--- config.mk ---
export PLATFORM = sky130hd
export DESIGN_NAME = sfsr_status_bank
export DESIGN_NICKNAME = d
export VERILOG_FILES = /design/src/verilog/sfsr_pkg.sv /design/src/verilog/sfsr_status_bank.sv
export SDC_FILE = /design/constraint.sdc
export NUM_CORES = 1
export LEC_CHECK = 0
export BUFFER_PORTS_ARGS = -buffer_cell sky130_fd_sc_hd__buf_2
export CORE_ASPECT_RATIO = 0.8
export CORE_UTILIZATION = 51
export CTS_CLUSTER_DIAMETER = 50
export CTS_CLUSTER_SIZE = 8
export DETAILED_ROUTE_END_ITERATION = 8
export PLACE_DENSITY = 0.72
export SLEW_MARGIN = 20
export SYNTH_ARGS = -nofsm -noshare
export SYNTH_HDL_FRONTEND = slang
export SYNTH_SLANG_ARGS = --single-unit
--- constraint.sdc ---
create_clock -name sys_clk -period 4.4 [get_ports sys_clk]
set_clock_uncertainty 0.05 [all_clocks]
set_input_delay 0.22 -clock sys_clk [delete_from_list [all_inputs] [get_ports sys_clk]]
set_output_delay 0.22 -clock sys_clk [all_outputs]
set_load 0.02 [all_outputs]
--- src/verilog/sfsr_pkg.sv ---
package sfsr_pkg;

  // ---------------------------------------------------------------
  // Pin and configuration carriers
  // ---------------------------------------------------------------
  typedef struct packed {
    logic cs_n;
    logic sck;
    logic si;
    logic wp_n;
    logic hold_reset_n;
  } sfsr_pins_t;

  typedef struct packed {
    logic quad_enable;
    logic wp_pin_en;
    logic hold_pin_en;
    logic reset_pin_en;
    logic io23_data_en;
    logic [6:0] drive_pct;
    logic [3:0] dummy_eb;
    logic [3:0] dummy_ed;
    logic [4:0] block_protect;
    logic complement_protect;
  } sfsr_cfg_t;

  // ---------------------------------------------------------------
  // Command codes
  // ---------------------------------------------------------------
  localparam logic [7:0] CMD_WRITE_ENABLE_CMD_EN = 8'h06;
  localparam logic [7:0] CMD_WR_DIS = 8'h04;
  localparam logic [7:0] CMD_VOL_WE = 8'h50;
  localparam logic [7:0] CMD_SRW1 = 8'h01;
  localparam logic [7:0] CMD_SRW2 = 8'h31;
  localparam logic [7:0] CMD_SRW3 = 8'h11;
  localparam logic [7:0] CMD_SRR1 = 8'h05;
  localparam logic [7:0] CMD_SRR2 = 8'h35;
  localparam logic [7:0] CMD_SRR3 = 8'h15;
  localparam logic [7:0] CMD_PAGE_PROG = 8'h02;
  localparam logic [7:0] CMD_QUAD_PROG = 8'h32;
  localparam logic [7:0] CMD_SECT_ERASE = 8'h20;
  localparam logic [7:0] CMD_BLK32_ERASE = 8'h52;
  localparam logic [7:0] CMD_BLK64_ERASE = 8'hD8;
  localparam logic [7:0] CMD_CHIP_ERASE_A = 8'hC7;
  localparam logic [7:0] CMD_CHIP_ERASE_B = 8'h60;
  localparam logic [7:0] CMD_INFO_ERASE = 8'h44;
  localparam logic [7:0] CMD_INFO_PROG = 8'h42;
  localparam logic [7:0] CMD_SUSPEND = 8'h75;
  localparam logic [7:0] CMD_RESUME = 8'h7A;
  localparam logic [7:0] CMD_RST_ENABLE = 8'h66;
  localparam logic [7:0] CMD_RST_DEVICE = 8'h99;

  // ---------------------------------------------------------------
  // Register layout and defaults
  // ---------------------------------------------------------------
  localparam logic [7:0] SR1_RESET = 8'h00;
  localparam logic [7:0] SR2_RESET = 8'h00;
  localparam logic [7:0] SR3_RESET = 8'h40;
  localparam logic [7:0] SR1_WMASK = 8'hFC;
  localparam logic [7:0] SR2_WMASK = 8'h7B;
  localparam logic [7:0] SR3_WMASK = 8'hE0;
  localparam logic [7:0] SR2_OTP_MASK = 8'h38;
  localparam int SR2_QE_POS = 1;
  localparam int SR2_LOCK_POS = 3;
  localparam int SR2_CMP_POS = 6;
  localparam int SR1_PROTECT_SELECT_LO_POS = 7;
  localparam int SR2_PROTECT_SELECT_HI_POS = 0;
  localparam int SR3_PINSEL_POS = 7;
  localparam int ADDR_AREA_LSB = 12;
  localparam int CMD_BITS = 8;
  localparam int ADDR_BITS = 24;

  // ---------------------------------------------------------------
  // Timing
  // ---------------------------------------------------------------
  localparam int CLK_MHZ = 10;
  localparam int PROG_TIME_US = 16;
  localparam int ERASE_TIME_US = 100;
  localparam int SRW_TIME_US = 30;
  localparam int PROG_CYCLES = PROG_TIME_US * CLK_MHZ;
  localparam int ERASE_CYCLES = ERASE_TIME_US * CLK_MHZ;
  localparam int SRW_CYCLES = SRW_TIME_US * CLK_MHZ;

  typedef enum logic [4:0] {
    ST_IDLE = 5'h01,
    ST_CMD = 5'h02,
    ST_ADDR = 5'h04,
    ST_DATA = 5'h08,
    ST_READ = 5'h10
  } sfsr_state_t;

endpackage : sfsr_pkg

--- src/verilog/sfsr_status_bank.sv ---
`timescale 1ns/1ns
module sfsr_status_bank
  import sfsr_pkg::*;
#(
  parameter int PROG_LEN = PROG_CYCLES,
  parameter int ERASE_LEN = ERASE_CYCLES,
  parameter int SRW_LEN = SRW_CYCLES
) (
  input wire logic sys_clk,
  input wire logic rst,
  input wire sfsr_pins_t pins,
  input wire logic op_fail,
  input wire logic region_protected,
  output logic so_data,
  output logic so_en_n,
  output logic busy,
  output sfsr_cfg_t cfg
);

  // ---------------------------------------------------------------
  // Helpers
  // ---------------------------------------------------------------
  function automatic logic [1:0] reg_sel(input logic [7:0] c);
    reg_sel = (c == CMD_SRW2 || c == CMD_SRR2) ? 2'h1 :
              (c == CMD_SRW3 || c == CMD_SRR3) ? 2'h2 : 2'h0;
  endfunction : reg_sel

  function automatic logic is_pe(input logic [7:0] c);
    is_pe = c == CMD_PAGE_PROG || c == CMD_QUAD_PROG || c == CMD_SECT_ERASE ||
            c == CMD_BLK32_ERASE || c == CMD_BLK64_ERASE || c == CMD_INFO_ERASE ||
            c == CMD_INFO_PROG || c == CMD_CHIP_ERASE_A || c == CMD_CHIP_ERASE_B;
  endfunction : is_pe

  function automatic logic is_erase(input logic [7:0] c);
    is_erase = c == CMD_SECT_ERASE || c == CMD_BLK32_ERASE || c == CMD_BLK64_ERASE ||
               c == CMD_INFO_ERASE || c == CMD_CHIP_ERASE_A || c == CMD_CHIP_ERASE_B;
  endfunction : is_erase

  function automatic logic is_chip(input logic [7:0] c);
    is_chip = c == CMD_CHIP_ERASE_A || c == CMD_CHIP_ERASE_B;
  endfunction : is_chip

  function automatic logic is_info(input logic [7:0] c);
    is_info = c == CMD_INFO_ERASE || c == CMD_INFO_PROG;
  endfunction : is_info

  function automatic logic is_srw(input logic [7:0] c);
    is_srw = c == CMD_SRW1 || c == CMD_SRW2 || c == CMD_SRW3;
  endfunction : is_srw

  function automatic logic is_srr(input logic [7:0] c);
    is_srr = c == CMD_SRR1 || c == CMD_SRR2 || c == CMD_SRR3;
  endfunction : is_srr

  function automatic logic busy_ok(input logic [7:0] c);
    busy_ok = is_srr(c) || c == CMD_RST_ENABLE || c == CMD_RST_DEVICE ||
              c == CMD_SUSPEND;
  endfunction : busy_ok

  // ---------------------------------------------------------------
  // Pin synchronisers and edges
  // ---------------------------------------------------------------
  sfsr_pins_t pin_meta_reg;
  sfsr_pins_t pin_sync_reg;
  sfsr_pins_t pin_prev_reg;

  always_ff @(posedge sys_clk) begin
    if (rst) begin
      pin_meta_reg <= 5'h1B;
      pin_sync_reg <= 5'h1B;
      pin_prev_reg <= 5'h1B;
    end else begin
      pin_meta_reg <= pins;
      pin_sync_reg <= pin_meta_reg;
      pin_prev_reg <= pin_sync_reg;
    end
  end

  wire logic sel_on = ~pin_sync_reg.cs_n;
  wire logic cs_fall = pin_prev_reg.cs_n & ~pin_sync_reg.cs_n;
  wire logic cs_rise = ~pin_prev_reg.cs_n & pin_sync_reg.cs_n;
  wire logic sck_rise = sel_on & pin_sync_reg.sck & ~pin_prev_reg.sck;
  wire logic sck_fall = sel_on & ~pin_sync_reg.sck & pin_prev_reg.sck;

  // ---------------------------------------------------------------
  // Frame decoder
  // ---------------------------------------------------------------
  sfsr_state_t st_reg;
  sfsr_state_t st_next;
  logic [4:0] bit_cnt_reg;
  logic [7:0] in_shift_reg;
  logic [7:0] cmd_reg;
  logic [7:0] data_reg;
  logic [ADDR_BITS-1:0] addr_reg;
  logic cmd_live_reg;
  logic addr_ok_reg;
  logic data_ok_reg;
  logic busy_reg;

  wire logic [7:0] in_next = {in_shift_reg[6:0], pin_sync_reg.si};
  wire logic cmd_done = (st_reg == ST_CMD) && sck_rise && bit_cnt_reg == 5'(CMD_BITS - 1);
  wire logic addr_done = (st_reg == ST_ADDR) && sck_rise && bit_cnt_reg == 5'(ADDR_BITS - 1);
  wire logic data_done = (st_reg == ST_DATA) && sck_rise && bit_cnt_reg == 5'(CMD_BITS - 1);
  wire logic cmd_accept = cmd_done && (~busy_reg || busy_ok(in_next));

  always_comb begin
    st_next = st_reg;
    case (st_reg)
      ST_IDLE: st_next = ST_IDLE;
      ST_CMD: begin
        if (cmd_done) begin
          if (!cmd_accept) st_next = ST_IDLE;
          else if (is_pe(in_next)) st_next = ST_ADDR;
          else if (is_srw(in_next)) st_next = ST_DATA;
          else if (is_srr(in_next)) st_next = ST_READ;
          else st_next = ST_IDLE;
        end
      end
      ST_ADDR: if (addr_done) st_next = ST_DATA;
      ST_DATA: st_next = ST_DATA;
      ST_READ: st_next = ST_READ;
      default: st_next = ST_IDLE;
    endcase
    if (cs_fall) st_next = ST_CMD;
    else if (!sel_on) st_next = ST_IDLE;
  end

  always_ff @(posedge sys_clk) begin
    if (rst) begin
      st_reg <= ST_IDLE;
      bit_cnt_reg <= 5'h00;
      in_shift_reg <= 8'h00;
    end else begin
      st_reg <= st_next;
      in_shift_reg <= sck_rise ? in_next : in_shift_reg;
      if (cs_fall || cmd_done || addr_done || data_done) bit_cnt_reg <= 5'h00;
      else if (sck_rise && bit_cnt_reg != 5'h1F) bit_cnt_reg <= bit_cnt_reg + 5'h01;
    end
  end

  always_ff @(posedge sys_clk) begin
    if (rst || cs_fall) begin
      cmd_reg <= 8'h00;
      cmd_live_reg <= 1'b0;
      addr_reg <= '0;
      addr_ok_reg <= 1'b0;
      data_reg <= 8'h00;
      data_ok_reg <= 1'b0;
    end else begin
      if (cmd_done) cmd_reg <= in_next;
      if (cmd_done) cmd_live_reg <= cmd_accept;
      if (st_reg == ST_ADDR && sck_rise) addr_reg <= {addr_reg[ADDR_BITS-2:0], pin_sync_reg.si};
      if (addr_done) addr_ok_reg <= 1'b1;
      if (data_done && !data_ok_reg) data_reg <= in_next;
      if (data_done) data_ok_reg <= 1'b1;
    end
  end

  // ---------------------------------------------------------------
  // Status state
  // ---------------------------------------------------------------
  logic [2:0][7:0] nv_reg;
  logic [2:0][7:0] vol_reg;
  logic wel_reg;
  logic vwe_reg;
  logic rst_en_reg;
  logic program_suspended_flag_reg;
  logic erase_suspended_flag_reg;
  logic protected_access_error_reg;
  logic program_erase_failure_reg;
  logic op_erase_reg;
  logic op_pe_reg;
  logic [15:0] op_cnt_reg;

  function automatic logic [7:0] wmask(input logic [1:0] s);
    wmask = (s == 2'h1) ? SR2_WMASK : (s == 2'h2) ? SR3_WMASK : SR1_WMASK;
  endfunction : wmask

  function automatic logic [7:0] merge(input logic [7:0] old, input logic [7:0] d,
                                       input logic [1:0] s);
    logic [7:0] otp;
    otp = (s == 2'h1) ? SR2_OTP_MASK : 8'h00;
    merge = (old & ~wmask(s)) | (d & wmask(s)) | (old & otp);
  endfunction : merge

  // Live status view, volatile copy with hardware flags, SR3 bits 1:0 from the nonvolatile copy
  function automatic logic [7:0] view(input logic [1:0] s);
    case (s)
      2'h1: view = {erase_suspended_flag_reg, vol_reg[1][6:3], program_suspended_flag_reg, vol_reg[1][1:0]};
      2'h2: view = {vol_reg[2][7:5], 1'b0, program_erase_failure_reg, protected_access_error_reg, nv_reg[2][1:0]};
      default: view = {vol_reg[0][7:2], wel_reg, busy_reg};
    endcase
  endfunction : view

  // ---------------------------------------------------------------
  // Command execution at frame end
  // ---------------------------------------------------------------
  wire logic exec = cs_rise && cmd_live_reg;
  wire logic [1:0] wsel = reg_sel(cmd_reg);
  wire logic do_write_enable_cmd = exec && cmd_reg == CMD_WRITE_ENABLE_CMD_EN;
  wire logic do_write_disable_cmd = exec && cmd_reg == CMD_WR_DIS;
  wire logic do_vwe = exec && cmd_reg == CMD_VOL_WE;
  wire logic do_srw = exec && is_srw(cmd_reg) && data_ok_reg && !busy_reg;
  wire logic wp_low = ~pin_sync_reg.wp_n & ~cfg.quad_enable;
  wire logic protect_select_lo = nv_reg[0][SR1_PROTECT_SELECT_LO_POS];
  wire logic protect_select_hi = nv_reg[1][SR2_PROTECT_SELECT_HI_POS];
  wire logic sr_locked = protect_select_hi | (protect_select_lo & wp_low);
  wire logic [7:0] vol_new = merge(vol_reg[wsel], data_reg, wsel);
  wire logic [7:0] nv_new = merge(nv_reg[wsel], data_reg, wsel);
  wire logic srw_vol = do_srw && vwe_reg && !sr_locked && vol_new != vol_reg[wsel];
  wire logic srw_nv = do_srw && !vwe_reg && wel_reg && !sr_locked &&
                      nv_new != nv_reg[wsel];

  wire logic do_pe = exec && is_pe(cmd_reg) && addr_ok_reg && !busy_reg;
  wire logic [1:0] area = addr_reg[ADDR_AREA_LSB+1:ADDR_AREA_LSB];
  wire logic lock_hit = is_info(cmd_reg) &&
                        (area == 2'h0 || nv_reg[1][SR2_LOCK_POS + int'(area) - 1]);
  wire logic bp_set = |vol_reg[0][6:2];
  wire logic prot_hit = (is_chip(cmd_reg) && bp_set) ||
                        (!is_info(cmd_reg) && region_protected) || lock_hit;
  wire logic pe_try = do_pe && wel_reg && !program_suspended_flag_reg && !erase_suspended_flag_reg;
  wire logic start_pe = pe_try && !prot_hit;
  wire logic op_done = busy_reg && op_cnt_reg == 16'h0001;
  wire logic do_susp = exec && cmd_reg == CMD_SUSPEND && busy_reg && op_pe_reg;
  wire logic do_resume = exec && cmd_reg == CMD_RESUME && (program_suspended_flag_reg || erase_suspended_flag_reg);
  wire logic hw_reset = cfg.reset_pin_en && !pin_sync_reg.hold_reset_n;
  wire logic sw_reset = hw_reset || (exec && cmd_reg == CMD_RST_DEVICE && rst_en_reg);

  always_ff @(posedge sys_clk) begin
    if (rst) begin
      wel_reg <= 1'b0;
    end else if (sw_reset || do_write_disable_cmd || op_done) begin
      wel_reg <= 1'b0;
    end else if (do_write_enable_cmd) begin
      wel_reg <= 1'b1;
    end
  end

  always_ff @(posedge sys_clk) begin
    if (rst) begin
      vwe_reg <= 1'b0;
      rst_en_reg <= 1'b0;
    end else if (exec) begin
      vwe_reg <= do_vwe;
      rst_en_reg <= cmd_reg == CMD_RST_ENABLE;
    end
  end

  always_ff @(posedge sys_clk) begin
    if (rst) begin
      nv_reg <= {SR3_RESET, SR2_RESET, SR1_RESET};
      vol_reg <= {SR3_RESET, SR2_RESET, SR1_RESET};
    end else if (sw_reset) begin
      vol_reg <= nv_reg;
    end else if (srw_nv) begin
      nv_reg[wsel] <= nv_new;
      vol_reg[wsel] <= nv_new;
    end else if (srw_vol) begin
      vol_reg[wsel] <= vol_new;
    end
  end

  always_ff @(posedge sys_clk) begin
    if (rst || sw_reset) begin
      busy_reg <= 1'b0;
      op_cnt_reg <= 16'h0000;
      op_pe_reg <= 1'b0;
      op_erase_reg <= 1'b0;
      program_suspended_flag_reg <= 1'b0;
      erase_suspended_flag_reg <= 1'b0;
    end else if (srw_nv || start_pe) begin
      busy_reg <= 1'b1;
      op_pe_reg <= start_pe;
      op_erase_reg <= start_pe && is_erase(cmd_reg);
      op_cnt_reg <= !start_pe ? 16'(SRW_LEN) :
                    is_erase(cmd_reg) ? 16'(ERASE_LEN) : 16'(PROG_LEN);
    end else if (do_susp) begin
      busy_reg <= 1'b0;
      program_suspended_flag_reg <= !op_erase_reg;
      erase_suspended_flag_reg <= op_erase_reg;
    end else if (do_resume) begin
      busy_reg <= 1'b1;
      program_suspended_flag_reg <= 1'b0;
      erase_suspended_flag_reg <= 1'b0;
    end else if (busy_reg) begin
      busy_reg <= !op_done;
      op_cnt_reg <= op_cnt_reg - 16'h0001;
    end
  end

  always_ff @(posedge sys_clk) begin
    if (rst || sw_reset) begin
      protected_access_error_reg <= 1'b0;
      program_erase_failure_reg <= 1'b0;
    end else begin
      if (pe_try && prot_hit) protected_access_error_reg <= 1'b1;
      if (op_done && op_pe_reg && op_fail) program_erase_failure_reg <= 1'b1;
      else if (start_pe) program_erase_failure_reg <= 1'b0;
    end
  end

  // ---------------------------------------------------------------
  // Serial read-out
  // ---------------------------------------------------------------
  logic [2:0] rd_cnt_reg;
  logic [7:0] rd_shift_reg;
  logic so_reg;
  wire logic [7:0] live_byte = view(reg_sel(cmd_reg));

  always_ff @(posedge sys_clk) begin
    if (rst || cs_fall) begin
      rd_cnt_reg <= 3'h0;
      rd_shift_reg <= 8'h00;
      so_reg <= 1'b0;
    end else if (st_reg == ST_READ && sck_fall) begin
      rd_cnt_reg <= rd_cnt_reg + 3'h1;
      so_reg <= (rd_cnt_reg == 3'h0) ? live_byte[7] : rd_shift_reg[7];
      rd_shift_reg <= (rd_cnt_reg == 3'h0) ? {live_byte[6:0], 1'b0} :
                      {rd_shift_reg[6:0], 1'b0};
    end
  end

  assign so_data = so_reg;
  assign so_en_n = st_reg != ST_READ;
  assign busy = busy_reg;

  // ---------------------------------------------------------------
  // Configuration outputs
  // ---------------------------------------------------------------
  wire logic [1:0] ods = vol_reg[2][6:5];
  wire logic [1:0] dcf = nv_reg[2][1:0];
  wire logic qe = vol_reg[1][SR2_QE_POS];

  assign cfg.quad_enable = qe;
  assign cfg.io23_data_en = qe;
  assign cfg.wp_pin_en = ~qe;
  assign cfg.hold_pin_en = ~qe & ~vol_reg[2][SR3_PINSEL_POS];
  assign cfg.reset_pin_en = ~qe & vol_reg[2][SR3_PINSEL_POS];
  assign cfg.drive_pct = (ods == 2'h0) ? 7'h64 : (ods == 2'h1) ? 7'h4B :
                         (ods == 2'h2) ? 7'h32 : 7'h19;
  assign cfg.dummy_eb = (dcf == 2'h0) ? 4'h6 : (dcf == 2'h1) ? 4'h4 :
                        (dcf == 2'h2) ? 4'h8 : 4'hA;
  assign cfg.dummy_ed = (dcf == 2'h0) ? 4'hA : (dcf == 2'h1) ? 4'h8 :
                        (dcf == 2'h2) ? 4'h4 : 4'h6;
  assign cfg.block_protect = vol_reg[0][6:2];
  assign cfg.complement_protect = vol_reg[1][SR2_CMP_POS];

endmodule : sfsr_status_bank

==> reports/summary.txt <==
Vias/cell - 5.99
Max clock buf depth - 2
Io pins - 38
Rows - 37
Worst setup EP type - flip-flop
Post-CTS setup repair buffer count - 0
Synthesized area - 6970 um2
Synth Flop Type - dfxtp_1
Pwr/cell area - 356 nW/um2
Starting density of the core - 0.532
Mapped Avg Cell Area - 8.28 um2
Slew at the pin closest to its max-slew limit - 933 ps
Ant diodes - 0
Number of remaining DRC errors - 0
Grt ovf - 0
Crit path buf inv count - 1
Die area - 14100 um2
RSZ-0062 raised after global routing - false
Final wirelength - 18.5 mm
Largest register FFs - 18
DR vias - 6200
Rel. slew slack - 0.375
Initial DRC count - 691
Synthesis-stage register bit count - 136
Top cell type's share of synthesized area - 0.391
Nets - 869
CP max stage delay - 690 ps
First-pass GRT wire length - 30.0 mm
Die Height - 107 um
Final core utilization - 0.596
Layout cells sized above 1 - 0.134
Synthesis warning total - 0
Core area - 13100 um2
Slew Limit Fails - 0
Synth area leader - dfxtp_1
DP HPWL - 13.1 mm
Clock root cell - clkbuf_16
Vias in the first global route - 5794
Cells after Synth - 842
Largest net degree at the start of global routing - 54
Critical path arrival - 3960 ps
Hold/Removal Path Class - primary input to flip-flop
DR pass1 iterations - 7
CTS Hold Bufs - 5
Library cells used by synthesis - 78
IO Port Bufs - 35
Clk_lat worst skew - 440 ps
Final Hold Fails - 0
CTS tree - yes
Crit path kind - flip-flop to flip-flop
Routed len/inst - 17.9 um
Initial antenna violation count - 0
Non-Filler Instances - 1035
Filler Cell Count - 1140
LEAKAGE - 2.96 nW
Final Cycle Share - 0.833
Crit start category - flip-flop
Synthesis-to-finish area growth - 12.1%
Setup violators final - 0
Highest Clock Rate - 0.273 GHz
Share of synthesized registers carrying an async set or reset - 0
Delay-heaviest family, CP - simple AND/OR/NAND/NOR gates
Min Clock Period, post-route - 3670 ps
Die width - 133 um
H-tree depth - 4
Antenna-violating nets left - 0
CP max FO - 18
CP max stage cell - nor3_1
Clock transition at the registers of the reported paths - 60 ps
Final Wtd Congestion - 0.938
Total power - 2.78 mW
Status - completed
Clock Sinks - 136
PostCTS Resize Cnt - 0
R2R Setup Slk - 730 ps
GRT Total Usage - 0.274
Number of synthesized flops with an enable pin - 0
Worst path cell trace - buf_4, nor4b_1, nand4_1, o21ai_0, nor3_1, nor3_1, o21ai_0, nand2_1, a21oi_1, nor4_1
Worst EP required - 4690 ps
Placed cell count - 999
Synth area leaders - dfxtp_1 39%, mux2i_1 7.9%, nor2_1 6.8%, nand2_1 3.8%, a21oi_1 3.2%
Sequential share of the synthesized area - 0.391
Worst VDD drop - 0.000280 V
Max-cap viol count - 0
Cts bufs inserted - 17
Total negative slack - 0 ps
-- worst reg2reg max path, stage by stage (launching register included) --
cell and delay [ps]:
dfxtp_1 440, buf_4 290, nor4b_1 470, nand4_1 170, o21ai_0 220, nor3_1 100, nor3_1 690, o21ai_0 530
nand2_1 280, a21oi_1 80, nor4_1 270
-- cells in the mapped netlist, drive strengths merged (3+ instances only) --
library cell / n
dfxtp: 136
nand2b: 11
or3: 10
a211oi: 19
clkbuf: 40
o211ai: 4
nand3: 21
nand4: 6
nand3b: 6
nor3: 23
a31oi: 8
a2111oi: 5
a221oi: 11
o21ai: 33
nor4b: 7
o22ai: 4
o211a: 3
nor3b: 4
a21oi: 45
nand2: 71
ha: 12
mux2i: 55
inv: 31
buf: 26
nor4: 14
and3: 5
xor2: 15
nor2b: 16
or2: 15
xnor2: 11
nand4b: 3
and2: 3
nor2: 130
-- report_power, final --
group	internal [mW]	leakage [nW]	switching, mW
Combinational	0.0141	1.56	0.0303
Clock	0.949	0.306	0.548
Sequential	1.24	1.10	0.00394
Total	2.20	2.96	0.582
-- metal layers --
layer,part of all wire,track usage,up-vias
li1,-,-,2953
met1,0.46,0.370,2967
met2,0.45,0.415,237
met3,0.074,0.0696,43
met4,0.019,0.112,0
met5,0,0,-
-- metrics by stage --
stage	area [um2]	hold slack (ps)	setup slack (ps)
floorplan	6970	274	1390
global placement	7140	344	929
detailed placement	7140	344	804
CTS	7810	22.1	802
global route	7810	37.1	529
finish	7810	30.7	734
-- final timing paths --
kind | from | endpoint | cells after the start
worst max-delay path | cmd_reg[5]$_SDFFE_PP0P_ | op_cnt_reg[3]$_SDFFE_PP0P_ | 10
worst max register to register | cmd_reg[5]$_SDFFE_PP0P_ | op_cnt_reg[3]$_SDFFE_PP0P_ | 10
worst min register to register | pin_meta_reg[1]$_SDFF_PP1_ | pin_sync_reg[1]$_SDFF_PP1_ | 1
worst min-delay path | op_fail | program_erase_failure_reg$_SDFFE_PP0P_ | 3
-- layout make-up --
type / instances / area (um2) / share of cell area
multi-input cells: 609 / 3810 / 0.488
flip-flops and latches: 136 / 2720 / 0.349
clock buffers: 21 / 480 / 0.0615
repair buffers: 52 / 315 / 0.0404
well taps: 175 / 219 / 0.0280
clock inverters: 10 / 143 / 0.0183
inverters: 32 / 120 / 0.0154
-- cell usage in the layout (no fill, tap or decap), types with 5 or more instances in the layout --
cell type      instances
dfxtp_1              136
nor2_1               127
nand2_1               71
mux2i_1               55
a21oi_1               45
buf_2                 35
inv_1                 30
o21ai_0               30
nor3_1                20
nand3_1               20
a211oi_1              18
clkbuf_16             17
nor2b_1               16
or2_2                 15
xor2_1                15
nor4_1                12
ha_1                  12
buf_4                 12
nand2b_1              11
xnor2_1               11
or3_1                 10
a221oi_1              10
a31oi_1                8
nor4b_1                6
nand3b_1               6
nand4_1                6
and3_1                 5
a2111oi_0              5
dlygate4sd3_1          5
-- logic make-up (layout without fill, tap and decap cells) --
group                    count (synthesis)  after routing  synth area share
AND/OR/NAND/NOR                        353            353             0.255
AO/OA/AOI/OAI                          159            159             0.153
flip-flops                             136            136             0.391
buffers and inverters                   98            115            0.0644
multiplexers                            57             57            0.0822
XOR/XNOR                                26             26            0.0327
adder cells (fa/ha/maj)                 12             12            0.0215
other                                    1              2          0.000538
(Power assumes the default switching activity.)
